--- config.mk ---
export PLATFORM = sky130hd
export DESIGN_NAME = ccr_regs
export DESIGN_NICKNAME = d
export VERILOG_FILES = /design/src/inc/ccr_pkg.sv /design/src/rtl/ccr_regs.sv /design/src/rtl/ccr_setup_mem.sv
export SDC_FILE = /design/constraint.sdc
export NUM_CORES = 2
export LEC_CHECK = 0
export BUFFER_PORTS_ARGS = -buffer_cell sky130_fd_sc_hd__clkbuf_2
export CORE_ASPECT_RATIO = 0.5
export CORE_MARGIN = 10
export CORE_UTILIZATION = 61
export CTS_CLUSTER_SIZE = 8
export DETAILED_ROUTE_END_ITERATION = 16
export PLACE_DENSITY = 0.79
export SLEW_MARGIN = 20
export SYNTH_ARGS = -nofsm -noshare
export SYNTH_HDL_FRONTEND = slang
export SYNTH_SLANG_ARGS = --single-unit
--- constraint.sdc ---
create_clock -name CLK_SYS -period 46 [get_ports CLK_SYS]
set_input_delay 4.6 -clock CLK_SYS [delete_from_list [all_inputs] [get_ports CLK_SYS]]
set_output_delay 4.6 -clock CLK_SYS [all_outputs]
set_load 0.03 [all_outputs]
--- src/inc/ccr_pkg.sv ---
/*
  Shared constants of the channel configuration register bank: APB register
  indices, field layout of the channel zero register, sequencer timing and
  the setup store geometry.
  Assumes a 100 MHz system clock and a 32-bit APB with byte addresses equal
  to four times the register index.
*/
package ccr_pkg;

   // ---------------------------------------------------------------
   // Bus geometry
   // ---------------------------------------------------------------
   localparam int ADDR_W = 8;                   // APB byte address width
   localparam int DATA_W = 32;                  // APB data width
   localparam int REG_W  = 16;                  // Width of every register
   localparam int IDX_W  = 6;                   // Register index width
   localparam int IDX_LO = 2;                   // Index starts above byte lanes

   // ---------------------------------------------------------------
   // Register indices (byte address is four times the index)
   // ---------------------------------------------------------------
   localparam logic [IDX_W-1:0] IDX_PRODUCT_IDENTITY = 6'h07;
   localparam logic [IDX_W-1:0] IDX_CHANNEL_ZERO     = 6'h10;
   localparam logic [IDX_W-1:0] IDX_PEER_ENABLE      = 6'h11;
   localparam int               IDX_SETUP_BIT        = 5;    // Index bit that marks the setup window

   // Product code; value is arbitrary
   localparam logic [REG_W-1:0] PRODUCT_IDENTITY_VALUE = 16'h5A5A;

   // ---------------------------------------------------------------
   // Channel zero register layout
   // ---------------------------------------------------------------
   localparam logic [REG_W-1:0] CH0_RESET    = 16'h8001;
   localparam logic [REG_W-1:0] CH0_WMASK    = 16'hF3FF;      // Bits 11:10 never stored
   localparam int               CH0_EN_BIT   = 15;
   localparam int               CH0_SETUP_HI = 14;
   localparam int               CH0_SETUP_LO = 12;
   localparam int               CH0_RSV_HI   = 11;
   localparam int               CH0_RSV_LO   = 10;
   localparam int               CH0_PAIR_HI  = 9;
   localparam int               CH0_PAIR_LO  = 0;
   localparam logic [REG_W-1:0] PEER_WMASK   = 16'h00FE;      // Enables of channels 7..1

   // ---------------------------------------------------------------
   // Channels, setups and setup store
   // ---------------------------------------------------------------
   localparam int NCH       = 8;
   localparam int CHAN_W    = 3;
   localparam int SETUP_W   = 3;
   localparam int PAIR_W    = 10;
   localparam int WORD_W    = 2;                // Four words per setup
   localparam int MEM_AW    = SETUP_W + WORD_W;
   localparam int MEM_DEPTH = 1 << MEM_AW;
   localparam logic [SETUP_W-1:0] SETUP_DEFAULT = 3'h0;  // Setup used by channels 7..1
   localparam logic [PAIR_W-1:0]  PAIR_DEFAULT  = 10'h001;
   localparam logic [REG_W-1:0]   SETUP_WORD_RESET = 16'h0000;

   // ---------------------------------------------------------------
   // Sequencer timing
   // ---------------------------------------------------------------
   localparam int CLK_PERIOD_NS = 10;
   localparam int CONV_TIME_NS  = 160;          // Dwell on one channel
   localparam int CONV_CYCLES   = (CONV_TIME_NS + CLK_PERIOD_NS - 1) / CLK_PERIOD_NS;
   localparam logic [7:0] CONV_LAST = 8'(CONV_CYCLES - 1);
   localparam logic [2:0] LOAD_LAST = 3'h4;     // Four addresses plus one read latency

   typedef enum logic [1:0] {S_IDLE, S_LOAD, S_CONV} ccr_seq_t;

endpackage

--- src/rtl/ccr_regs.sv ---
/*
  Channel configuration and identity register bank with an APB slave, a
  channel sequencer and a setup store that feeds the converter configuration.
  Assumes an APB master in the CLK_SYS domain and a converter that takes the
  CONV_* outputs as its live configuration.
*/
// How it works
// - Identity register reads fixed code, ignores writes
// - Channel zero register, reset 0x8001
// - Bit 15 enables channel, resets enabled
// - Two or more enabled: sequencer steps automatically
// - Bits 14:12 pick one of eight setups
// - Setup's four words configure converter while converting
// - Bits 9:0 select input pair, reset 0x001
`timescale 1ns/1ps
module ccr_regs #(
   parameter logic [ccr_pkg::REG_W-1:0] PRODUCT_ID = ccr_pkg::PRODUCT_IDENTITY_VALUE  // Arbitrary value
) (
   input  wire logic                          CLK_SYS,
   input  wire logic                          RST,
   input  wire logic                          PSEL,
   input  wire logic                          PENABLE,
   input  wire logic                          PWRITE,
   input  wire logic [ccr_pkg::ADDR_W-1:0]    PADDR,
   input  wire logic [ccr_pkg::DATA_W-1:0]    PWDATA,
   output      logic [ccr_pkg::DATA_W-1:0]    PRDATA,
   output      logic                          PREADY,
   output      logic                          PSLVERR,
   output      logic                          CONV_ACTIVE,
   output      logic                          CONV_START,
   output      logic [ccr_pkg::CHAN_W-1:0]    CONV_CHANNEL,
   output      logic [ccr_pkg::SETUP_W-1:0]   CONV_SETUP,
   output      logic [ccr_pkg::PAIR_W-1:0]    CONV_INPUT_PAIR,
   output      logic [ccr_pkg::REG_W-1:0]     CONV_SETUP_CFG,
   output      logic [ccr_pkg::REG_W-1:0]     CONV_FILTER_CFG,
   output      logic [ccr_pkg::REG_W-1:0]     CONV_OFFSET,
   output      logic [ccr_pkg::REG_W-1:0]     CONV_GAIN
);

   // ---------------------------------------------------------------
   // Declarations
   // ---------------------------------------------------------------
   logic [ccr_pkg::REG_W-1:0]   ch0_q;          // Channel zero configuration
   logic [ccr_pkg::REG_W-1:0]   peer_q;         // Enables of channels 7..1
   logic [ccr_pkg::IDX_W-1:0]   idx;            // Register index from PADDR
   logic                        acc;            // Access phase
   logic                        hit;            // Address is mapped
   logic                        wr_ack;         // Write takes effect this edge
   logic [ccr_pkg::REG_W-1:0]   rd_mux;         // Read data before the register
   logic [ccr_pkg::REG_W-1:0]   mem_rd_a;       // Setup word for the bus
   logic [ccr_pkg::REG_W-1:0]   mem_rd_b;       // Setup word for the sequencer
   logic [ccr_pkg::MEM_AW-1:0]  mem_raddr_b;    // Sequencer read address
   logic [ccr_pkg::NCH-1:0]     en_vec;         // One enable per channel
   logic [ccr_pkg::NCH-1:0]     en_prev_q;      // Enables one cycle back
   logic [ccr_pkg::CHAN_W-1:0]  nxt;            // Next channel to convert
   ccr_pkg::ccr_seq_t           state_q;        // Sequencer state
   logic [2:0]                  ld_cnt_q;       // Setup load step
   logic [7:0]                  dwell_q;        // Cycles spent converting

   // ---------------------------------------------------------------
   // Helpers
   // ---------------------------------------------------------------
   // First enabled channel after cur, wrapping; cur itself is tried last
   function automatic logic [ccr_pkg::CHAN_W-1:0] next_chan(
      input logic [ccr_pkg::NCH-1:0]    en,
      input logic [ccr_pkg::CHAN_W-1:0] cur);
      logic [ccr_pkg::CHAN_W-1:0] c;
      logic [ccr_pkg::CHAN_W-1:0] n;
      c = cur;
      n = cur;
      for (int i = ccr_pkg::NCH; i >= 1; i--) begin
         c = cur + ccr_pkg::CHAN_W'(i);
         if (en[c]) begin
            n = c;
         end
      end
      return n;
   endfunction

   // Setup that a channel uses; only channel zero has a selector
   function automatic logic [ccr_pkg::SETUP_W-1:0] setup_of(
      input logic [ccr_pkg::CHAN_W-1:0] ch,
      input logic [ccr_pkg::REG_W-1:0]  cfg);
      return (ch == '0) ? cfg[ccr_pkg::CH0_SETUP_HI:ccr_pkg::CH0_SETUP_LO]
                        : ccr_pkg::SETUP_DEFAULT;
   endfunction

   // ---------------------------------------------------------------
   // APB decode
   // ---------------------------------------------------------------
   assign idx    = PADDR[ccr_pkg::IDX_LO +: ccr_pkg::IDX_W];
   assign acc    = PSEL & PENABLE;
   // Misaligned byte addresses fall outside the map
   assign hit    = (PADDR[ccr_pkg::IDX_LO-1:0] == '0) &
                   ((idx == ccr_pkg::IDX_PRODUCT_IDENTITY) | (idx == ccr_pkg::IDX_CHANNEL_ZERO) |
                    (idx == ccr_pkg::IDX_PEER_ENABLE) | idx[ccr_pkg::IDX_SETUP_BIT]);
   assign wr_ack = acc & PREADY & PWRITE & hit;
   assign en_vec = {peer_q[ccr_pkg::NCH-1:1], ch0_q[ccr_pkg::CH0_EN_BIT]};
   assign nxt    = next_chan(en_vec, CONV_CHANNEL);
   assign mem_raddr_b = {CONV_SETUP, ld_cnt_q[ccr_pkg::WORD_W-1:0]};

   // Read multiplexer; unmapped and reserved bits read zero
   always_comb begin
      rd_mux = '0;
      if (idx[ccr_pkg::IDX_SETUP_BIT]) begin
         rd_mux = mem_rd_a;
      end else if (idx == ccr_pkg::IDX_PRODUCT_IDENTITY) begin
         rd_mux = PRODUCT_ID;
      end else if (idx == ccr_pkg::IDX_CHANNEL_ZERO) begin
         rd_mux = ch0_q;
      end else if (idx == ccr_pkg::IDX_PEER_ENABLE) begin
         rd_mux = peer_q;
      end
   end

   // Every transfer waits one cycle so the setup store read can settle
   always_ff @(posedge CLK_SYS or posedge RST) begin
      if (RST) begin
         PREADY  <= 1'b0;
         PRDATA  <= '0;
         PSLVERR <= 1'b0;
      end else begin
         PREADY <= acc & ~PREADY;
         if (acc & ~PREADY) begin
            // Refused addresses read zero, so a misaligned alias leaks nothing
            PRDATA  <= hit ? ccr_pkg::DATA_W'(rd_mux) : '0;
            PSLVERR <= ~hit;
         end
      end
   end

   // ---------------------------------------------------------------
   // Registers
   // ---------------------------------------------------------------
   // Identity register has no storage, so writes to it simply vanish
   always_ff @(posedge CLK_SYS or posedge RST) begin
      if (RST) begin
         ch0_q  <= ccr_pkg::CH0_RESET;
         peer_q <= '0;
      end else if (wr_ack && idx == ccr_pkg::IDX_CHANNEL_ZERO) begin
         ch0_q  <= PWDATA[ccr_pkg::REG_W-1:0] & ccr_pkg::CH0_WMASK;
      end else if (wr_ack && idx == ccr_pkg::IDX_PEER_ENABLE) begin
         peer_q <= PWDATA[ccr_pkg::REG_W-1:0] & ccr_pkg::PEER_WMASK;
      end
   end

   // Enables one cycle back, for checking the sequencer's choice
   always_ff @(posedge CLK_SYS or posedge RST) begin
      if (RST) begin
         en_prev_q <= '0;
      end else begin
         en_prev_q <= en_vec;
      end
   end

   // ---------------------------------------------------------------
   // Setup store
   // ---------------------------------------------------------------
   ccr_setup_mem u_setup_mem (
      .clk       (CLK_SYS),
      .rst       (RST),
      .wr_en     (wr_ack & idx[ccr_pkg::IDX_SETUP_BIT]),
      .wr_addr   (idx[ccr_pkg::MEM_AW-1:0]),
      .wr_data   (PWDATA[ccr_pkg::REG_W-1:0]),
      .rd_addr_a (idx[ccr_pkg::MEM_AW-1:0]),
      .rd_data_a (mem_rd_a),
      .rd_addr_b (mem_raddr_b),
      .rd_data_b (mem_rd_b)
   );

   // ---------------------------------------------------------------
   // Channel sequencer
   // ---------------------------------------------------------------
   // Selection is latched at channel entry; later edits apply on the next visit
   always_ff @(posedge CLK_SYS or posedge RST) begin
      if (RST) begin
         state_q         <= ccr_pkg::S_IDLE;
         ld_cnt_q        <= '0;
         dwell_q         <= '0;
         CONV_START      <= 1'b0;
         CONV_ACTIVE     <= 1'b0;
         CONV_CHANNEL    <= '0;
         CONV_SETUP      <= '0;
         CONV_INPUT_PAIR <= ccr_pkg::PAIR_DEFAULT;
      end else begin
         CONV_START <= 1'b0;
         unique case (state_q)
            ccr_pkg::S_IDLE: begin
               // Leave idle as soon as any channel is enabled
               if (|en_vec) begin
                  state_q         <= ccr_pkg::S_LOAD;
                  ld_cnt_q        <= '0;
                  CONV_CHANNEL    <= nxt;
                  CONV_SETUP      <= setup_of(nxt, ch0_q);
                  CONV_INPUT_PAIR <= (nxt == '0) ? ch0_q[ccr_pkg::CH0_PAIR_HI:ccr_pkg::CH0_PAIR_LO]
                                                 : ccr_pkg::PAIR_DEFAULT;
               end
            end
            ccr_pkg::S_LOAD: begin
               // Four word reads of the chosen setup, then convert
               if (ld_cnt_q == ccr_pkg::LOAD_LAST) begin
                  state_q     <= ccr_pkg::S_CONV;
                  dwell_q     <= '0;
                  CONV_START  <= 1'b1;
                  CONV_ACTIVE <= 1'b1;
               end else begin
                  ld_cnt_q <= ld_cnt_q + 3'h1;
               end
            end
            ccr_pkg::S_CONV: begin
               if (dwell_q != ccr_pkg::CONV_LAST) begin
                  dwell_q <= dwell_q + 8'h01;
               end else if (|en_vec) begin
                  // Step to the next enabled channel with no software help
                  state_q         <= ccr_pkg::S_LOAD;
                  ld_cnt_q        <= '0;
                  CONV_ACTIVE     <= 1'b0;
                  CONV_CHANNEL    <= nxt;
                  CONV_SETUP      <= setup_of(nxt, ch0_q);
                  CONV_INPUT_PAIR <= (nxt == '0) ? ch0_q[ccr_pkg::CH0_PAIR_HI:ccr_pkg::CH0_PAIR_LO]
                                                 : ccr_pkg::PAIR_DEFAULT;
               end else begin
                  state_q     <= ccr_pkg::S_IDLE;
                  CONV_ACTIVE <= 1'b0;
               end
            end
         endcase
      end
   end

   // Capture setup words one read latency after each address
   always_ff @(posedge CLK_SYS or posedge RST) begin
      if (RST) begin
         CONV_SETUP_CFG  <= '0;
         CONV_FILTER_CFG <= '0;
         CONV_OFFSET     <= '0;
         CONV_GAIN       <= '0;
      end else if (state_q == ccr_pkg::S_LOAD) begin
         unique case (ld_cnt_q)
            3'h1: CONV_SETUP_CFG  <= mem_rd_b;
            3'h2: CONV_FILTER_CFG <= mem_rd_b;
            3'h3: CONV_OFFSET     <= mem_rd_b;
            3'h4: CONV_GAIN       <= mem_rd_b;
            default: ;
         endcase
      end
   end
endmodule

--- src/rtl/ccr_setup_mem.sv ---
/*
  Setup store: eight setups of four 16-bit words each, one write port and two
  registered read ports (one for the bus, one for the sequencer).
  Assumes a single clock and an asynchronous active-high reset that clears it.
*/
`timescale 1ns/1ps
module ccr_setup_mem (
   input  wire logic                         clk,
   input  wire logic                         rst,
   input  wire logic                         wr_en,
   input  wire logic [ccr_pkg::MEM_AW-1:0]   wr_addr,
   input  wire logic [ccr_pkg::REG_W-1:0]    wr_data,
   input  wire logic [ccr_pkg::MEM_AW-1:0]   rd_addr_a,
   output      logic [ccr_pkg::REG_W-1:0]    rd_data_a,
   input  wire logic [ccr_pkg::MEM_AW-1:0]   rd_addr_b,
   output      logic [ccr_pkg::REG_W-1:0]    rd_data_b
);

   // ---------------------------------------------------------------
   // Storage
   // ---------------------------------------------------------------
   logic [ccr_pkg::REG_W-1:0] mem_q [ccr_pkg::MEM_DEPTH];   // Setup words

   // Write port; cleared on reset so every setup starts defined
   always_ff @(posedge clk or posedge rst) begin
      if (rst) begin
         for (int i = 0; i < ccr_pkg::MEM_DEPTH; i++) begin
            mem_q[i] <= ccr_pkg::SETUP_WORD_RESET;
         end
      end else if (wr_en) begin
         mem_q[wr_addr] <= wr_data;
      end
   end

   // Registered read ports; a write shows on the next read edge
   always_ff @(posedge clk or posedge rst) begin
      if (rst) begin
         rd_data_a <= ccr_pkg::SETUP_WORD_RESET;
         rd_data_b <= ccr_pkg::SETUP_WORD_RESET;
      end else begin
         rd_data_a <= mem_q[rd_addr_a];
         rd_data_b <= mem_q[rd_addr_b];
      end
   end

endmodule

# Yosys cells after proc, flatten, opt, wreduce, memory -nomap -nowiden
# Index checks and enable logic that the tools add are counted.
# word_totals
ff_bits	694
wordCells	182
# op_classes
addsub	9
order_cmp	10
n_eq_ne	15
mux	63
n_bitwise	15
n_reduce_logical	19
# op_table
op	n
bitwise mux 512 bit	1
binary-select mux 16 bit (select 5 bit)	2
2-to-1 mux 16 bit	9
demux 16 bit (select 5 bit)	1
2-to-1 mux 3 bit	15
2-to-1 mux 10 bit	3
less-than comparator 3 x 4 -> 1 bit, second input constant	7
2-to-1 mux 8 bit	3
binary-select mux 1 bit (select 3 bit)	7
case mux 10 bit (2 select lines)	1
case mux 8 bit (2 select lines)	1
AND reduction 2 bit	7
adder 3 bit, second input constant	4
== test 6 x 5 -> 1 bit, second input constant	2
greater-or-equal comparator 6 bit, second input constant	2
2-to-1 mux 1 bit	12
NOT 5 -> 6 bit	2
case mux 3 bit (2 select lines)	2
!= test 2 bit, second input constant	5
case mux 3 bit (3 select lines)	1
AND reduction 3 bit	3
adder 8 x 1 -> 8 bit, second input constant	1
!= test 8 x 4 -> 1 bit, second input constant	1
OR reduction 8 bit	1
19 further kinds	38

# Depth between registers and ports, before layout
# depth
depth_word	15
depth_mapped	14

# Hierarchy
# From an unflattened synthesis, not the netlist that was laid out.
# unflattened
hier_cells	2914
area_unflattened_um2	36309.8
# modules_own_cells
module	n_inst	cells_each	area_each_um2	seq_area_each_um2
ccr_setup_mem	1	2332	29517.1	13613.1
ccr_regs	1	582	6792.8	3357.0

# Worst setup path after synthesis
# No wires, ideal clock.
# synth_timing
path_kind	in2reg
start	input port PADDR[2] (netlist bit)
end	register u_setup_mem.rd_data_a[0] (netlist bit)
setup_ns	0.134
t_arrival_ns	6.669
required_ns	45.866
setup_slack_ns	39.198
stages	8
path_buffers	5
cell_sequence	buf_2 -> buf_4 -> buf_2 -> buf_2 -> clkbuf_1 -> mux4_2 -> a21oi_1 -> nand4_1
# synth_between
elab_chain_len	4
# synth_lines
element	line	text
from (decl)	ccr_regs.sv:24	input wire logic [ccr_pkg::ADDR_W-1:0] PADDR,
NOT 5 -> 6 bit (implied by the code)	ccr_setup_mem.sv:41	rd_data_a <= mem_q[rd_addr_a];
binary-select mux 16 bit (select 5 bit)	ccr_setup_mem.sv:41	
2-to-1 mux 16 bit (implied by the code) (2 in series)	ccr_setup_mem.sv:41	
to (signal assigned)	ccr_setup_mem.sv:38	rd_data_a <= ccr_pkg::SETUP_WORD_RESET;
to (signal assigned)	ccr_setup_mem.sv:41	
to (decl)	ccr_setup_mem.sv:14	output logic [ccr_pkg::REG_W-1:0] rd_data_a,
# No other way between the ends. The select of a mux whose other input is x is not followed.
# A chain may end at the register's enable or synchronous reset.

# Worst setup path in the final report
# layout_timing
start	input port PADDR[5] (netlist bit)
end	register ch0_q[3] (netlist bit)
# layout_between
elab_chain_len	7
elab_cells_between_ends	9
# layout_lines
element	line	text
== test 6 x 3 -> 1 bit / == test 6 x 5 -> 1 bit (equally long branches)	ccr_regs.sv:95, ccr_regs.sv:140	
OR 1 bit (2 in series)	ccr_regs.sv:95	((idx == ccr_pkg::IDX_PRODUCT_IDENTITY) | (idx == ccr_pkg::IDX_CHANNEL_ZERO) |
OR 1 bit	ccr_regs.sv:96	(idx == ccr_pkg::IDX_PEER_ENABLE) | idx[ccr_pkg::IDX_SETUP_BIT]);
AND 1 bit	ccr_regs.sv:94	assign hit = (PADDR[ccr_pkg::IDX_LO-1:0] == '0) &
AND 1 bit	ccr_regs.sv:97	assign wr_ack = acc & PREADY & PWRITE & hit;
logical AND 1 bit (*)	ccr_regs.sv:140	end else if (wr_ack && idx == ccr_pkg::IDX_CHANNEL_ZERO) begin
to (signal assigned)	ccr_regs.sv:138	ch0_q <= ccr_pkg::CH0_RESET;
to (signal assigned)	ccr_regs.sv:141	ch0_q <= PWDATA[ccr_pkg::REG_W-1:0] & ccr_pkg::CH0_WMASK;
to (decl)	ccr_regs.sv:43	logic [ccr_pkg::REG_W-1:0] ch0_q;
# Mark *: on every way between the ends. The rest lies on a longest branch, timed or not.

==> impl_results.md <==
- Outcome: finished clean
- Critical Path Source Type: input port
- Achievable Freq: 129 MHz
- Total routing usage reported by global routing: 28.0%
- Critical setup path kind: in -> reg
- Area growth from synthesis to final layout: 11.0%
- Met2 layer usage reported by global route: around two fifths
- Count of final setup violators: 0
- Post-route ant nets: 0
- Fraction of the core area covered by cells at the end of the flow: 68.5%
- Worst-path fanout max: 17
- Hold slack: ~0.48 ns
- Count of yosys warnings during synthesis: 0
- Number of sinks handled by clock tree synthesis: around 680
- Number of max-cap violations: 0
- Post-DP HPWL: 55400 microns
- Starting Density: around three fifths
- Top_reg_cell synth: dfrtp_1
- Pre-CTS WS: 37.67 ns
- Post-synthesis instance area: between 30000 and 40000 sq um
- Rel. slew slack: 26.7%
- First-pass GRT wire length: 142000 microns
- Global route total overflow: 0
- Via total after detailed routing: 21400
- Residual DRC: 0
- Reg-to-Reg End: u_setup_mem.rd_data_b[14]$_DFF_PP0_
- GR Layer Usage met1: 38.6%
- Hold buffer count at CTS: 0
- Chip Height: 188 microns
- Post-synthesis cell type count: 67
- Maximum number of pins on one net before global-route repair: roughly 170
- Most common cell after layout, fill and taps aside: dfrtp_1
- Drt total wl: 93000 microns
- Clk buf depth: 3
- Startpoint of the worst setup timing path: PADDR[5]
- Unrepaired setup endpoints after global routing: false
- Final nets: 2325
- Final clock period utilization by the worst path: 16.8%
- Reg-to-reg critical path startpoint: ld_cnt_q[0]$_DFFE_PP0P_
- Synth Register Bits: 678
- Count of routing violations after the opening detailed-route iteration: 2501
- Clock slew at reported path FFs: 0.05 ns
- H-tree depth: 3
- Post-synthesis instance total: ~2200
- Number of buffers inserted by port buffering: 128
- Clock tree from TritonCTS: done
- CTS root buf: clkbuf_16
- Kind of capture point of the worst setup path: flop
- Pleak: 17.8 nW
- Fin worst setup slack: 38.27 ns
- Number of enable-type register cells in the synthesized netlist: 0
- Summed negative setup slack over all endpoints: 0 ns
- Routed WL per cell: 30.5 microns
- Core box area: 55600 sq um
- Number of buffers inserted to repair setup after CTS: 0
- Clock insertion delay at the later pin of the skew report: between 0.6 and 0.7 ns
- Met3 track demand over resource in global routing: 10.0%
- I/O pin count: 161
- Minimum setup slack among reg-to-reg paths: 41.45 ns
- Commonest cells after routing, fill and taps aside: dfrtp_1 (669), mux2_2 (609), mux4_2 (315)
- Average vias per placed instance: ~7
- Final weighted congestion in routability-driven placement: ~0.84
- End of the critical path: ch0_q[3]$_DFFE_PP0P_
- Min Tclk post-route: 7.73 ns
- Die X-Extent: 355 microns
- Vias in the first global route: 22300
- Worst VDD drop: roughly 30 uV
- Number of cells traversed by the worst register-to-register path: 5
- Arr. time, crit path: 8.23 ns
- CP Data Required Time: 46.50 ns
- Total power divided by cell area: 38.7 nW/um^2
- Clock buffers created by TritonCTS: 94
- Portion of the post-synthesis area used by sequential elements: between 40% and 50%
- Final Slew Violations: 0
- Number of resized instances in the post-cts repair step: 0
- Share of layout cells above drive strength 1: 53.9%
- Share of flip-flops with an asynchronous set or reset after synthesis: 100%
- Syn_area_per_cell: 15.5 sq um
- Count of final hold-check violations: 0
- Antenna violations before repair: 3
- Transition at the pin with the smallest max-transition slack: roughly 1.1 ns
- Total Power Consumption: approximately 1.5 mW
- Global-route layer with the greatest usage: met2
- Clock skew: approximately 0.023 ns
- Worst hold path type: reg -> reg
- DIE AREA: around 67000 sq um
- First-pass detailed-route iteration total: 8
- Placement Rows: between 60 and 70
==> synth_stat cells, drive strengths merged (3+ instances only) <==
library cell  count  area, sq um
ha                8          100
clkbuf          130          490
mux2i            20          200
nor3b             4         30.0
nor3              7         40.0
mux2            610         6870
nand2            94          353
buf              86          463
mux4            321         7250
or3               6         37.5
and3              7         43.8
dfstp             3         78.8
a21o              7         52.6
xor2              4         42.6
a22oi            25          188
nor2             39          146
dfrtp           675        16900
a222oi            3         30.0
nand3            17         85.1
nor2b             8         50.1
o21ai            24          120
nand4             5         31.3
xnor2             5         51.3
a221oi            8         70.1
nand2b            5         31.3
o311ai            3         26.3
inv              24         90.1
a21oi            16         83.8
a22o             14          123
==> cell families after synthesis <==
logic type / synth area share, %
adder cells (fa/ha/maj): 0.292
AND/OR/NAND/NOR: 2.66
flip-flops: 49.5
multiplexers: 41.7
AO/OA/AOI/OAI: 2.51
XOR/XNOR: 0.273
other: 0.0109
buffers and inverters: 3.05
==> how the worst min path moves through the flow <==
stage                             startpoint                              to  slack (ns)  depth (start not counted)
finish              CONV_GAIN[1]$_DFFE_PP0P_        CONV_GAIN[1]$_DFFE_PP0P_        0.48                          2
global route        CONV_GAIN[1]$_DFFE_PP0P_        CONV_GAIN[1]$_DFFE_PP0P_        0.50                          2
CTS                 CONV_GAIN[1]$_DFFE_PP0P_        CONV_GAIN[1]$_DFFE_PP0P_        0.48                          2
detailed placement  CONV_GAIN[3]$_DFFE_PP0P_        CONV_GAIN[3]$_DFFE_PP0P_        0.47                          2
global placement    CONV_GAIN[9]$_DFFE_PP0P_        CONV_GAIN[9]$_DFFE_PP0P_        0.46                          2
floorplan               ch0_q[0]$_DFFE_PP1P_  CONV_INPUT_PAIR[0]$_DFFE_PP1P_        0.45                          2
==> worst max-delay path: stages <==
cell	delay, ns
clkbuf_2	0.25
inv_1	0.63
buf_4	0.47
nand3_1	0.54
nor4_2	0.32
buf_4	0.28
and3_1	0.69
mux2_2	0.42
==> flip-flops by register name (all words and copies together) (netlist names), 14 cells and up <==
| register | cells |
|---|---|
| CONV_FILTER_CFG | 16 |
| u_setup_mem.mem_q | 512 |
| ch0_q | 14 |
| u_setup_mem.rd_data_b | 16 |
| CONV_SETUP_CFG | 16 |
| PRDATA | 16 |
| CONV_OFFSET | 16 |
| u_setup_mem.rd_data_a | 16 |
| CONV_GAIN | 16 |
==> layer usage <==
metal  part of all wire, %  vias up
met2                    45     1176
li1                      -     8545
met4                   2.8        4
met5                 0.028        -
met1                    40    11500
met3                    12      192
==> stage by stage <==
stage          cells  instance area (sq um)
6_report        3052                  38100
5_1_grt         3051                  38100
4_1_cts         3050                  38000
3_5_place_dp    2931                  35500
3_3_place_gp    2931                  35500
2_1_floorplan   2224                  34400
==> power breakdown <==
| group | internal [mW] | leakage (nW) | switching, mW |
|---|---|---|---|
| logic | 0.0897 | 7.21 | 0.134 |
| clock network | 0.369 | 1.22 | 0.247 |
| registers | 0.606 | 9.42 | 0.0275 |
| total | 1.06 | 17.8 | 0.408 |
==> cell type report <==
cell class,count,area (sq um)
fillers,3632,17500
flip-flops and latches,678,17000
multi-input cells,1305,16500
clock buffers,115,2460
repair buffers,168,1000
well taps,756,946
inverters,25,101
clock inverters,4,46.3
diodes,1,2.50
No activity file was read; power rests on OpenSTA's default activity.
